[src/common/tucc_pkg.sv]
// constants, field layout and state types of the timer count/clear slice
package tucc_pkg;

    localparam int unsigned ADDR_W = 20;

    // register indices; byte address is four times the index
    localparam logic [15:0] IDX_CONTROL = 16'hFE80;
    localparam logic [15:0] IDX_MODE    = 16'hFE81;
    localparam logic [15:0] IDX_COUNT   = 16'hFE86;
    localparam logic [15:0] IDX_GEN_A   = 16'hFE88;
    localparam logic [15:0] IDX_GEN_B   = 16'hFE8A;
    localparam logic [15:0] IDX_GEN_C   = 16'hFE8C;
    localparam logic [15:0] IDX_GEN_D   = 16'hFE8E;

    // reset values and register masks
    localparam logic [15:0] COUNT_RESET   = 16'h0000;
    localparam logic [15:0] GEN_RESET     = 16'hFFFF;
    localparam logic [7:0]  CONTROL_RESET = 8'h00;
    localparam logic [1:0]  MODE_RESET    = 2'h0;
    localparam logic [7:0]  CONTROL_MASK  = 8'h7F;
    localparam logic [1:0]  MODE_MASK     = 2'h3;

    // control register fields
    localparam int unsigned PSC_LSB  = 0;
    localparam int unsigned EDGE_LSB = 3;
    localparam int unsigned CLR_LSB  = 5;

    // mode register bits
    localparam int unsigned MODE_SYNC_BIT  = 0;
    localparam int unsigned MODE_PHASE_BIT = 1;

    localparam int unsigned PRESC_W = 6;

    typedef enum logic [2:0] {
        PSC_DIV1,
        PSC_DIV4,
        PSC_DIV16,
        PSC_DIV64,
        PSC_EXT_A,
        PSC_EXT_C,
        PSC_INTERNAL,
        PSC_CH5_OVF
    } tucc_psc_t;

    typedef enum logic [1:0] {
        CLR_NONE,
        CLR_GEN_A,
        CLR_GEN_B,
        CLR_SYNC
    } tucc_clr_t;

    typedef struct packed {
        logic [PRESC_W-1:0] presc;
        logic               prev_level;
    } tucc_clk_state_t;

    typedef struct packed {
        logic [15:0] count;
        logic [15:0] gen_a;
        logic [15:0] gen_b;
        logic [15:0] gen_c;
        logic [15:0] gen_d;
        logic [7:0]  control;
        logic [1:0]  mode;
        logic [31:0] rdata;
        logic        ready;
        logic        slverr;
        logic        match_a;
        logic        match_b;
        logic        sync_out;
    } tucc_state_t;

endpackage

[src/common/tucc_cnt_if.sv]
// count clock selection signals between the slice and its clock selector
`timescale 1ns/1ps
`default_nettype none
interface tucc_cnt_if;
    import tucc_pkg::*;
    tucc_psc_t  psc;
    logic [1:0] edge_sel;
    logic       phase_mode;
    logic       ext_a;
    logic       ext_c;
    logic       internal_src;
    logic       ch5_ovf;
    logic       phase_up;
    logic       phase_down;
    logic       tick_up;
    logic       tick_down;

    modport ctrl (
        output psc, edge_sel, phase_mode, ext_a, ext_c, internal_src, ch5_ovf,
               phase_up, phase_down,
        input  tick_up, tick_down
    );
    modport sel (
        input  psc, edge_sel, phase_mode, ext_a, ext_c, internal_src, ch5_ovf,
               phase_up, phase_down,
        output tick_up, tick_down
    );
endinterface
`default_nettype wire

[src/hdl/tucc_clk_sel.sv]
// count clock source selection, prescaler and edge detection
`timescale 1ns/1ps
`default_nettype none
module tucc_clk_sel
    import tucc_pkg::*;
(
    // clock and reset
    input  wire logic pclk,
    input  wire logic presetn,
    // selection and ticks
    tucc_cnt_if.sel   cif
);

    tucc_clk_state_t s;
    tucc_clk_state_t next_s;
    logic            level;
    logic            rise;
    logic            fall;

    always_comb
    begin
        next_s       = s;
        next_s.presc = s.presc + 1'b1;
        case (cif.psc)
            PSC_DIV4:     level = s.presc[1];
            PSC_DIV16:    level = s.presc[3];
            PSC_DIV64:    level = s.presc[5];
            PSC_EXT_A:    level = cif.ext_a;
            PSC_EXT_C:    level = cif.ext_c;
            PSC_INTERNAL: level = cif.internal_src;
            PSC_CH5_OVF:  level = cif.ch5_ovf;
            default:      level = 1'b0;
        endcase
        next_s.prev_level = level;
        rise = level & ~s.prev_level;
        fall = ~level & s.prev_level;
        // phase counting overrides both source and edge selection
        if (cif.phase_mode)
        begin
            cif.tick_up   = cif.phase_up & ~cif.phase_down;
            cif.tick_down = cif.phase_down & ~cif.phase_up;
        end
        else if (cif.psc == PSC_DIV1)
        begin
            cif.tick_up   = 1'b1;
            cif.tick_down = 1'b0;
        end
        else if (cif.edge_sel[1])
        begin
            cif.tick_up   = rise | fall;
            cif.tick_down = 1'b0;
        end
        else if (cif.edge_sel[0])
        begin
            cif.tick_up   = fall;
            cif.tick_down = 1'b0;
        end
        else
        begin
            cif.tick_up   = rise;
            cif.tick_down = 1'b0;
        end
    end

    always_ff @(posedge pclk or negedge presetn)
    begin
        if (!presetn)
            s <= '0;
        else
            s <= next_s;
    end

endmodule
`default_nettype wire

[src/hdl/tucc_timer.sv]
// timer slice: counter, four general registers, count control, apb slave
//
// Functional notes
// - counter is read/write and counts up, or up and down in phase counting
// - rising edge selection counts on rising edges
// - falling or both edges per edge field, except PSC_DIV1, which counts every pclk cycle
// - phase counting ignores clock and edge selection
// - clear field zero never clears counter
// - clear on general A match or capture
// - clear on general B match or capture
// - synchronous clear follows other channels' clears
//
// Chosen here: register access over APB.
`timescale 1ns/1ps
`default_nettype none
module tucc_timer
    import tucc_pkg::*;
(
    // clock and reset
    input  wire logic              pclk,
    input  wire logic              presetn,
    // apb slave
    input  wire logic              psel,
    input  wire logic              penable,
    input  wire logic              pwrite,
    input  wire logic [ADDR_W-1:0] paddr,
    input  wire logic [31:0]       pwdata,
    output logic      [31:0]       prdata,
    output logic                   pready,
    output logic                   pslverr,
    // count clock sources
    input  wire logic              ext_clock_pin_a,
    input  wire logic              ext_clock_pin_c,
    input  wire logic              internal_clock_src,
    input  wire logic              ch5_overflow,
    input  wire logic              phase_up,
    input  wire logic              phase_down,
    // capture and synchronous clearing
    input  wire logic              capture_a,
    input  wire logic              capture_b,
    input  wire logic              sync_clear_in,
    // events
    output logic                   match_a,
    output logic                   match_b,
    output logic                   sync_clear_out
);

    tucc_state_t s;
    tucc_state_t next_s;
    tucc_cnt_if  cif ();

    logic        setup;
    logic        access;
    logic        event_a;
    logic        event_b;
    logic        clear_now;
    tucc_clr_t   clr_sel;

    function automatic logic addr_hit(input logic [ADDR_W-1:0] a, input logic [15:0] idx);
        addr_hit = (a == {2'b00, idx, 2'b00});
    endfunction

    function automatic logic addr_known(input logic [ADDR_W-1:0] a);
        addr_known = addr_hit(a, IDX_CONTROL) || addr_hit(a, IDX_MODE)
                  || addr_hit(a, IDX_COUNT) || addr_hit(a, IDX_GEN_A)
                  || addr_hit(a, IDX_GEN_B) || addr_hit(a, IDX_GEN_C)
                  || addr_hit(a, IDX_GEN_D);
    endfunction

    assign cif.psc          = tucc_psc_t'(s.control[PSC_LSB +: 3]);
    assign cif.edge_sel     = s.control[EDGE_LSB +: 2];
    assign cif.phase_mode   = s.mode[MODE_PHASE_BIT];
    assign cif.ext_a        = ext_clock_pin_a;
    assign cif.ext_c        = ext_clock_pin_c;
    assign cif.internal_src = internal_clock_src;
    assign cif.ch5_ovf      = ch5_overflow;
    assign cif.phase_up     = phase_up;
    assign cif.phase_down   = phase_down;

    tucc_clk_sel u_clk_sel (
        .pclk    (pclk),
        .presetn (presetn),
        .cif     (cif.sel)
    );

    always_comb
    begin
        next_s          = s;
        next_s.ready    = 1'b0;
        next_s.slverr   = 1'b0;
        next_s.match_a  = 1'b0;
        next_s.match_b  = 1'b0;
        next_s.sync_out = 1'b0;
        setup   = psel && !penable;
        access  = psel && penable && s.ready;
        clr_sel = tucc_clr_t'(s.control[CLR_LSB +: 2]);

        // a compare match is seen on the up-count tick that finds equality
        event_a = (cif.tick_up && s.count == s.gen_a) || capture_a;
        event_b = (cif.tick_up && s.count == s.gen_b) || capture_b;

        if (capture_a)
            next_s.gen_a = s.count;
        if (capture_b)
            next_s.gen_b = s.count;

        case (clr_sel)
            CLR_GEN_A: clear_now = event_a;
            CLR_GEN_B: clear_now = event_b;
            // sync clearing only while software has enabled it
            CLR_SYNC:  clear_now = s.mode[MODE_SYNC_BIT] && sync_clear_in;
            default:   clear_now = 1'b0;
        endcase

        if (clear_now)
            next_s.count = COUNT_RESET;
        else if (cif.tick_up)
            next_s.count = s.count + 16'h0001;
        else if (cif.tick_down)
            next_s.count = s.count - 16'h0001;

        next_s.match_a  = event_a;
        next_s.match_b  = event_b;
        // other channels follow only clears we make while in sync operation
        next_s.sync_out = clear_now && s.mode[MODE_SYNC_BIT];

        // setup phase: decode and stage read data so pready comes from a flop
        if (setup)
        begin
            next_s.ready  = 1'b1;
            next_s.slverr = !addr_known(paddr);
            if (addr_hit(paddr, IDX_CONTROL))
                next_s.rdata = {24'h000000, s.control & CONTROL_MASK};
            else if (addr_hit(paddr, IDX_MODE))
                next_s.rdata = {30'h00000000, s.mode};
            else if (addr_hit(paddr, IDX_COUNT))
                next_s.rdata = {16'h0000, s.count};
            else if (addr_hit(paddr, IDX_GEN_A))
                next_s.rdata = {16'h0000, s.gen_a};
            else if (addr_hit(paddr, IDX_GEN_B))
                next_s.rdata = {16'h0000, s.gen_b};
            else if (addr_hit(paddr, IDX_GEN_C))
                next_s.rdata = {16'h0000, s.gen_c};
            else if (addr_hit(paddr, IDX_GEN_D))
                next_s.rdata = {16'h0000, s.gen_d};
            else
                next_s.rdata = 32'h00000000;
        end

        // software write wins over counting and capture in the same cycle
        if (access && pwrite)
        begin
            if (addr_hit(paddr, IDX_CONTROL))
                next_s.control = pwdata[7:0] & CONTROL_MASK;
            else if (addr_hit(paddr, IDX_MODE))
                next_s.mode = pwdata[1:0] & MODE_MASK;
            else if (addr_hit(paddr, IDX_COUNT))
                next_s.count = pwdata[15:0];
            else if (addr_hit(paddr, IDX_GEN_A))
                next_s.gen_a = pwdata[15:0];
            else if (addr_hit(paddr, IDX_GEN_B))
                next_s.gen_b = pwdata[15:0];
            else if (addr_hit(paddr, IDX_GEN_C))
                next_s.gen_c = pwdata[15:0];
            else if (addr_hit(paddr, IDX_GEN_D))
                next_s.gen_d = pwdata[15:0];
        end
    end

    always_ff @(posedge pclk or negedge presetn)
    begin
        if (!presetn)
        begin
            s          <= '0;
            s.count    <= COUNT_RESET;
            s.gen_a    <= GEN_RESET;
            s.gen_b    <= GEN_RESET;
            s.gen_c    <= GEN_RESET;
            s.gen_d    <= GEN_RESET;
            s.control  <= CONTROL_RESET;
            s.mode     <= MODE_RESET;
        end
        else
            s <= next_s;
    end

    assign prdata         = s.rdata;
    assign pready         = s.ready;
    assign pslverr        = s.slverr;
    assign match_a        = s.match_a;
    assign match_b        = s.match_b;
    assign sync_clear_out = s.sync_out;

endmodule
`default_nettype wire
[config.mk]
export PLATFORM = sky130hd
export DESIGN_NAME = tucc_timer
export DESIGN_NICKNAME = d
export VERILOG_FILES = /design/src/common/tucc_pkg.sv /design/src/common/tucc_cnt_if.sv /design/src/hdl/tucc_clk_sel.sv /design/src/hdl/tucc_timer.sv
export SDC_FILE = /design/constraint.sdc
export NUM_CORES = 1
export LEC_CHECK = 0
export BUFFER_PORTS_ARGS = -buffer_cell sky130_fd_sc_hd__buf_2
export CAP_MARGIN = 5
export CORE_MARGIN = 2
export CORE_UTILIZATION = 42
export DETAILED_ROUTE_END_ITERATION = 8
export SYNTH_ARGS = -nofsm -noshare
export SYNTH_HDL_FRONTEND = slang
export SYNTH_SLANG_ARGS = --single-unit
[constraint.sdc]
create_clock -name pclk -period 2.7 [get_ports pclk]
set_input_delay 0.405 -clock pclk [delete_from_list [all_inputs] [get_ports pclk]]
set_output_delay 0.405 -clock pclk [all_outputs]
set_load 0.01 [all_outputs]
# Word level (Yosys, flattened, before mapping)
# Index checks and enable logic that the tools add are counted.
[word_totals]
ff_bits = 117
out_inout_bits = 37
elab_cells = 110
[classes]
n_addsub = 3
eq_ne = 19
mux = 35
bitwise_logic = 15
n_reduce_logical = 23
[op_table]
columns = ["operator", "n"]
rows = [
  ["two-way mux 16 bit", 18],
  ["two-way mux 80 bit", 2],
  ["equality test 20 x 18 -> 1 bit (second input constant)", 7],
  ["two-way mux 90 bit", 1],
  ["two-way mux 64 bit", 1],
  ["two-way mux 48 bit", 1],
  ["equality test 16 bit", 2],
  ["two-way mux 32 bit", 1],
  ["adder 16 x 1 -> 16 bit (second input constant)", 1],
  ["subtractor 16 x 1 -> 16 bit (second input constant)", 1],
  ["equality test 3 bit (second input constant)", 4],
  ["NOT 1 bit", 10],
  ["logical AND 1 bit", 8],
  ["logical OR 1 bit", 8],
  ["AND reduction 8 bit", 1],
  ["two-way mux 7 bit", 1],
  ["one-hot mux 1 bit (7 select lines)", 1],
  ["AND reduction 7 bit", 1],
  ["adder 6 x 1 -> 6 bit (second input constant)", 1],
  ["equality test 3 x 2 -> 1 bit (second input constant)", 2],
  ["two-way mux 2 bit", 3],
  ["two-way mux 1 bit", 5],
  ["AND 1 bit", 4],
  ["equality test 2 bit (second input constant)", 2],
  ["8 further kinds", 9],
]

# Longest topological paths before layout
# Gate-level depths: netlist of the first run.
[depth]
depth_word = 16
mapped_depth = 12
depth_no_buf = 11

# Cells and area by module
# A second synthesis of the first run with hierarchy kept.
[unflattened]
hier_cells = 679
hier_area_um2 = 6998.0
[by_module_without_submodules]
columns = ["mod", "instances", "cells_each", "area_each_um2", "seq_area_each_um2"]
rows = [
  ["tucc_timer", 1, 644, 6605.1, 2832.7],
  ["tucc_clk_sel", 1, 35, 392.9, 175.2],
]

# Least setup slack after synthesis of the first run
# Ideal clock, no wire load.
[synth_timing]
path_type = "reg2reg"
startpoint = "register s, in the netlist cif.psc[0]"
endpoint = "register s[125] in the netlist's numbering"
setup_time_ns = 0.066
arrival_ns = 2.591
slack_ns = 0.043
path_stages_with_launch = 11
synth_period_minus_slack_ns = 2.657
path_cell_list = "dfrtp_1 -> mux4_2 -> a21oi_1 -> inv_1 -> ha_1 -> mux2i_1 -> o2111ai_1 -> nand2_1 -> o32ai_1 -> nor3b_1 -> a22o_1"
[synth_rtl]
columns = ["element", "line_no", "text"]
rows = [
  ["from (decl)", "tucc_timer.sv:48", "tucc_state_t s;"],
  ["from (signal assigned)", "tucc_timer.sv:184", "s <= next_s;"],
]

==> results of run 1 <==
==> final timing paths <==
kind                                            endpoint  slack [ns]  cells after the start
worst max-delay path                    s[126]$_DFF_PN0_        0.06                     10
worst min-delay path              prdata[13]$_DFFE_PN0P_        0.08                      1
worst max register to register          s[126]$_DFF_PN0_        0.06                     10
worst min register to register  u_clk_sel.s[5]$_DFF_PN0_        0.47                      1
max in group asynchronous                s[95]$_DFF_PN1_        1.82                      2
min in group pclk                        s[87]$_DFF_PN1_        0.27                      3
==> critical path, cell delays in order, from the launching register on <==
cell and delay [ns]:
dfrtp_1 0.36, mux4_2 0.51, a21oi_2 0.17, ha_2 0.29
nand2b_4 0.15, o2111ai_4 0.16, buf_6 0.18, and3_4 0.22
a41oi_2 0.13, xnor2_1 0.17, a22o_1 0.18
==> per-layer routing <==
metal	track usage [%]	vias up	wire, µm	part of all wire (%)
met3	4.30	32	964	4.8
met2	38.8	191	10100	51
met5	0	-	0	0
met4	6.86	0	317	1.6
li1	-	2609	-	-
met1	30.0	2747	8550	43
==> cells by family (layout without fill, tap and decap cells) <==
group / after synthesis / in the layout
simple gates: 209 / 210
mux: 102 / 102
fa+ha+maj: 5 / 5
other cells: 1 / 16
flops: 117 / 117
compound gates: 132 / 132
buf+inv: 92 / 150
xor+xnor: 50 / 50
==> registers in the layout (all words and copies together), names as in the netlist <==
| name | flops |
|---|---|
| pslverr | 1 |
| sync_clear_out | 1 |
| pready | 1 |
| match_a | 1 |
| match_b | 1 |
| cif.psc | 3 |
| clr_sel | 2 |
| s | 81 |
| cif.edge_sel | 2 |
| cif.phase_mode | 1 |
| prdata | 16 |
| u_clk_sel.s | 7 |
==> timing repair <==
action | 4_1_cts | 5_1_grt
endpoints found under the setup margin | 17 | 17
pin swaps | 2 | 16
setup buffers | 1 | 1
cloned | 0 | 2
gates resized for setup | 7 | 33
==> cell type report <==
cell class | count | share of cell area [%]
multi-input cells | 515 | 45.4
flip-flops and latches | 117 | 36.0
repair buffers | 105 | 7.74
clock buffers | 23 | 5.73
well taps | 220 | 3.30
clock inverters | 9 | 1.21
inverters | 13 | 0.585
==> cell usage in the layout, fill, tap and decap left out, types with 5 or more instances in the layout <==
cell | Yosys | final
a21oi_1 | 58 | 57
a22o_1 | 6 | 6
a31o_2 | 10 | 10
a32oi_1 | 5 | 5
and3_1 | 10 | 9
buf_2 | 16 | 70
buf_4 | 33 | 31
clkbuf_16 | 0 | 17
clkinv_2 | 0 | 5
conb_1 | 1 | 16
dfrtp_1 | 53 | 53
dfstp_2 | 64 | 64
inv_1 | 11 | 11
mux2_2 | 32 | 32
mux2_4 | 10 | 10
mux2i_1 | 58 | 57
nand2_1 | 63 | 62
nand2b_1 | 6 | 5
nand3_1 | 10 | 10
nand4_1 | 8 | 8
nor2_1 | 49 | 49
nor3_1 | 5 | 5
nor4_1 | 12 | 12
o21ai_0 | 28 | 18
o21ai_1 | 0 | 9
o311ai_0 | 5 | 5
or3_1 | 12 | 12
xnor2_1 | 15 | 14
xor2_1 | 35 | 35
==> per-stage QoR <==
step	setup TNS [ns]	total power, W	utilization (%)
2_1_floorplan	0	0.00206	-
3_5_place_dp	-3.44	0.00222	45.8
3_3_place_gp	-2.01	0.00221	45.8
5_1_grt	-0.102	0.00457	50.5
4_1_cts	-0.000918	0.00443	49.6
6_report	0	0.00440	50.5
==> report_power, final <==
group | leakage (nW) | switching, W | internal [W]
Clock | 0.287 | 0.000778 | 0.00142
Sequential | 1.35 | 0.0000330 | 0.00181
Combinational | 2.20 | 0.000233 | 0.000126
Total | 3.84 | 0.00104 | 0.00336
==> flow_metrics.env, run 1 <==
export IMPL_outcome="finished, final reports clean"
export IMPL_period_share_pct=97.9
export IMPL_antenna_found_initial=0
export IMPL_hold_buffers=0
export IMPL_io_buffers=70
export IMPL_htree_levels=4
export IMPL_tightestPinTransition_ns=0.807
export IMPL_synthDominantCellAreaShare_pct=23.8
export IMPL_cts_buffer_depth=2
export IMPL_cts_made_buffers=17
export IMPL_gp_congestion=0.971
export IMPL_fin_ws_ns=0.0565
export IMPL_drv_slew=0
export IMPL_max_vdd_ir_drop_uv=575
export IMPL_ys_types=68
export IMPL_power_density_nw_per_um2=527
export IMPL_design_area_um2=8350
export IMPL_whs_ns=0.0795
export IMPL_critPathMaxFanout=6
export IMPL_initial_core_util_pct=42.8
export IMPL_diodes=0
export IMPL_multi_input_area_um2=3790
export IMPL_max_clock_freq_ghz=0.378
export IMPL_maxCapViolCount=0
export IMPL_regArea_um2=3010
export IMPL_synth_compound_area_share_pct=11.4
export IMPL_grt_pass1_wl_um=31500
export IMPL_routed_wirelength_um=19900
export IMPL_synth_top_family_by_area="multiplexers"
export IMPL_cts_tree="done"
export IMPL_crit_start="cif.psc[0]$_DFFE_PN0P_"
export IMPL_vias=5579
export IMPL_die_w_um=134
export IMPL_via_per_inst=5.57
export IMPL_synth_area_leader_cell="dfstp_2"
export IMPL_synth_edf_count=0
export IMPL_required_ns=3.00
export IMPL_synthSimpleGateAreaFrac_pct=15.8
export IMPL_setup_viol=0
export IMPL_ys_seq_area_share_pct=42.5
export IMPL_ys_ff_latch=117
export IMPL_clk_pin_slew_worst_paths_ns=0.05
export IMPL_drtIter0Drc=451
export IMPL_die_area_um2=17900
export IMPL_ys_warn_count=0
export IMPL_synthAdderAreaFrac_pct=0.885
export IMPL_dp_cells=967
export IMPL_grt_max_degree=61
export IMPL_synth_top_cells_by_count="64 x dfstp_2, 63 x nand2_1, 58 x a21oi_1, 58 x mux2i_1, 53 x dfrtp_1"
export IMPL_clk_latency_ns=0.42
export IMPL_min_period_ns=2.64
export IMPL_track_usage_pct=23.0
export IMPL_grt_pass1_vias=5659
export IMPL_coreArea_um2=16500
export IMPL_synth_xor_area_share_pct=6.19
export IMPL_areaGrowthSynthToFinish_pct=18.0
export IMPL_start_kind="flip-flop"
export IMPL_placed_area_um2=7570
export IMPL_drive_gt1_share_pct=36.4
export IMPL_final_instance_count_excl_fill=1002
export IMPL_critPathCaptureType="flip-flop"
export IMPL_finalNetCount=840
export IMPL_async_reset_ff_share_pct=100
export IMPL_r2r_start="cif.psc[0]$_DFFE_PN0P_"
export IMPL_cts_sinks=117
export IMPL_hp_class="input port to asynchronous set/reset pin"
export IMPL_crit_arrival_ns=2.94
export IMPL_overflow=0
export IMPL_wl_per_cell_um=19.8
export IMPL_cts_root_buf="clkbuf_16"
export IMPL_dr_pass1_iters=6
export IMPL_hold_violations=0
export IMPL_max_slew_margin_pct=46.2
export IMPL_io_pins=103
export IMPL_die_h_um=134
export IMPL_n_fill_cell=1523
export IMPL_rows=47
export IMPL_rsz0062_at_grt="yes"
export IMPL_pre_cts_ws_ns=-0.250
export IMPL_path_class="flip-flop to flip-flop"
export IMPL_netlist_top_cells_area="dfstp_2 24%, dfrtp_1 19%, mux2i_1 8.2%"
export IMPL_ant_nets=0
export IMPL_drc=0
export IMPL_synthMuxAreaShare_pct=15.9
export IMPL_synth_area_um2=7070
export IMPL_syn_inst=708
export IMPL_place_hpwl_um=14300
export IMPL_ys_dominant_reg_cell="dfstp_2"
export IMPL_p_leak_nw=3.84
export IMPL_syn_avg_cell_area_um2=9.99
export IMPL_synth_most_common_cell="dfstp_2"
export IMPL_finalClockSkew_ns=0.00804
Note: power is estimated with default switching activity, not from simulation.
==> run 2, diff against run 1 <==
Settings changed: CELL_PAD_IN_SITES_DETAIL_PLACEMENT from default to 0, CELL_PAD_IN_SITES_GLOBAL_PLACEMENT from default to 1, CORE_UTILIZATION 42 to 41, PLACE_DENSITY_LB_ADDON from default to 0.1, RECOVER_POWER from default to 25.
==> flow_metrics.env, run 2 (synthesis results as in run 1) <==
export IMPL_outcome="finished, final reports clean"
export IMPL_rows=48
export IMPL_diodes=0
export IMPL_routed_wirelength_um=21000
export IMPL_coreArea_um2=17100
export IMPL_io_pins=103
export IMPL_finalClockSkew_ns=0.00635
export IMPL_clk_pin_slew_worst_paths_ns=0.06
export IMPL_period_share_pct=99.2
export IMPL_initial_core_util_pct=41.5
export IMPL_die_h_um=135
export IMPL_track_usage_pct=24.2
export IMPL_vias=5580
export IMPL_sw_frac_of_total_pct=23.9
export IMPL_maxCapViolCount=0
export IMPL_path_class="flip-flop to flip-flop"
export IMPL_cts_tree="done"
export IMPL_fin_util_pct=49.6
export IMPL_via_per_inst=5.49
export IMPL_ant_nets=0
export IMPL_switchingPower_w=0.00108
export IMPL_max_clock_freq_ghz=0.373
export IMPL_drtIter0Drc=356
export IMPL_overflow=0
export IMPL_final_common_cell="buf_2"
export IMPL_setup_viol=0
export IMPL_final_instance_count_excl_fill=1017
export IMPL_n_fill_cell=1617
export IMPL_final_cell_mix="69 x buf_2, 64 x dfstp_2, 62 x nand2_1"
export IMPL_p_leak_nw=3.90
export IMPL_cts_buffer_depth=2
export IMPL_max_flop_register="s"
export IMPL_grt_pass1_wl_um=33000
export IMPL_wl_per_cell_um=20.7
export IMPL_clk_latency_ns=0.42
export IMPL_largest_register_ffs=81
export IMPL_p_clk_share_pct=51.1
export IMPL_p_seq_share_pct=41.0
export IMPL_critPathCaptureType="flip-flop"
export IMPL_grt_max_degree=53
export IMPL_place_hpwl_um=15100
export IMPL_min_period_ns=2.68
export IMPL_dp_cells=970
export IMPL_htree_levels=4
export IMPL_drv_slew=0
export IMPL_cts_sinks=117
export IMPL_die_area_um2=18300
export IMPL_comb_power_share_pct=7.9
export IMPL_p_int_w=0.00343
export IMPL_drc=0
export IMPL_start_kind="flip-flop"
export IMPL_totalPowerFinal_w=0.00450
export IMPL_pre_cts_ws_ns=-0.320
export IMPL_rsz0062_at_grt="yes"
export IMPL_cts_root_buf="clkbuf_16"
export IMPL_cts_made_buffers=17
export IMPL_areaGrowthSynthToFinish_pct=19.6
export IMPL_fin_ws_ns=0.0211
export IMPL_drive_gt1_share_pct=37.2
export IMPL_die_w_um=135
export IMPL_hold_violations=0
export IMPL_max_slew_margin_pct=29.9
export IMPL_max_vdd_ir_drop_uv=462
export IMPL_gp_congestion=0.914
export IMPL_crit_arrival_ns=2.99
export IMPL_hp_class="input port to flip-flop"
export IMPL_power_density_nw_per_um2=532
export IMPL_required_ns=3.01
export IMPL_dr_pass1_iters=5
export IMPL_r2r_setup_slack_ns=0.02
export IMPL_tightestPinTransition_ns=1.05
export IMPL_io_buffers=70
export IMPL_antenna_found_initial=0
export IMPL_finalNetCount=850
export IMPL_grt_pass1_vias=5828
export IMPL_critPathMaxFanout=6
run 2: changes by cell type in the layout (fill, tap and decap cells not counted), moves of 2 or more:
cell and change:
buf_4 +6, o21ai_0 +5, o21ai_1 -4, buf_6 +3, a32oi_1 -2, a32oi_2 +2
clkbuf_1 +2, clkinv_2 -2
run 2: final timing paths:
kind                                     startpoint                       end  cells past startpoint
setup reg to reg             cif.psc[0]$_DFFE_PN0P_          s[126]$_DFF_PN0_                     10
hold / removal                            pwdata[8]           s[87]$_DFF_PN1_                      3
setup / recovery             cif.psc[0]$_DFFE_PN0P_          s[126]$_DFF_PN0_                     10
hold reg to reg            u_clk_sel.s[6]$_DFF_PN0_  u_clk_sel.s[6]$_DFF_PN0_                      1
min in group asynchronous                   presetn    prdata[14]$_DFFE_PN0P_                      2
max in group asynchronous                   presetn    clr_sel[1]$_DFFE_PN0P_                      3
run 2: cell type report:
class | instances | area (µm²) | share of cell area, %
multi-input cells | 514 | 3800 | 44.9
flip-flops and latches | 117 | 3010 | 35.6
repair buffers | 116 | 726 | 8.58
clock buffers | 23 | 468 | 5.53
well taps | 225 | 282 | 3.33
clock inverters | 9 | 128 | 1.51
inverters | 13 | 48.8 | 0.577
run 2: what timing repair did:
item,CTS,global route
hold buffers,1,0
gates cloned,0,0
pin swaps,9,9
resized for setup,21,21
endpoints found under the hold margin,19,0
setup buffers,14,1
setup endpoints to repair,17,18
run 2: power groups by stage:
stage / registers [W] / clock network, W / logic, W
2_1_floorplan: 0.00185 / 0 / 0.000208
4_1_cts: 0.00184 / 0.00235 / 0.000361
3_5_place_dp: 0.00187 / 0 / 0.000358
3_3_place_gp: 0.00187 / 0 / 0.000355
5_1_grt: 0.00185 / 0.00245 / 0.000392
6_report: 0.00184 / 0.00230 / 0.000357
run 2: routing by layer:
| metal | vias to the layer above | track usage (%) | part of all wire (%) |
|---|---|---|---|
| li1 | 2626 | - | - |
| met1 | 2776 | 30.7 | 45 |
| met2 | 156 | 41.6 | 50 |
| met3 | 22 | 4.94 | 3.8 |
| met4 | 0 | 7.18 | 1.3 |
| met5 | - | 0 | 0 |
run 2: critical path, stage by stage, from the launching register on:
cell,delay (ns)
dfrtp_1,0.37
mux4_2,0.54
a21oi_4,0.21
ha_2,0.30
nand2b_4,0.15
o2111ai_4,0.15
buf_6,0.18
and3_4,0.20
a41oi_2,0.13
xnor2_1,0.16
a22o_1,0.18
run 2: per-stage QoR:
stage	TNS, ns	hold slack [ns]	instance area [µm²]
after floorplan	0	0.109	7130
after global placement	-3.23	0.438	7560
after detailed placement	-4.83	0.438	7560
after CTS	-0.0132	0.250	8370
after global routing	-0.852	0.275	8460
final	0	0.265	8460
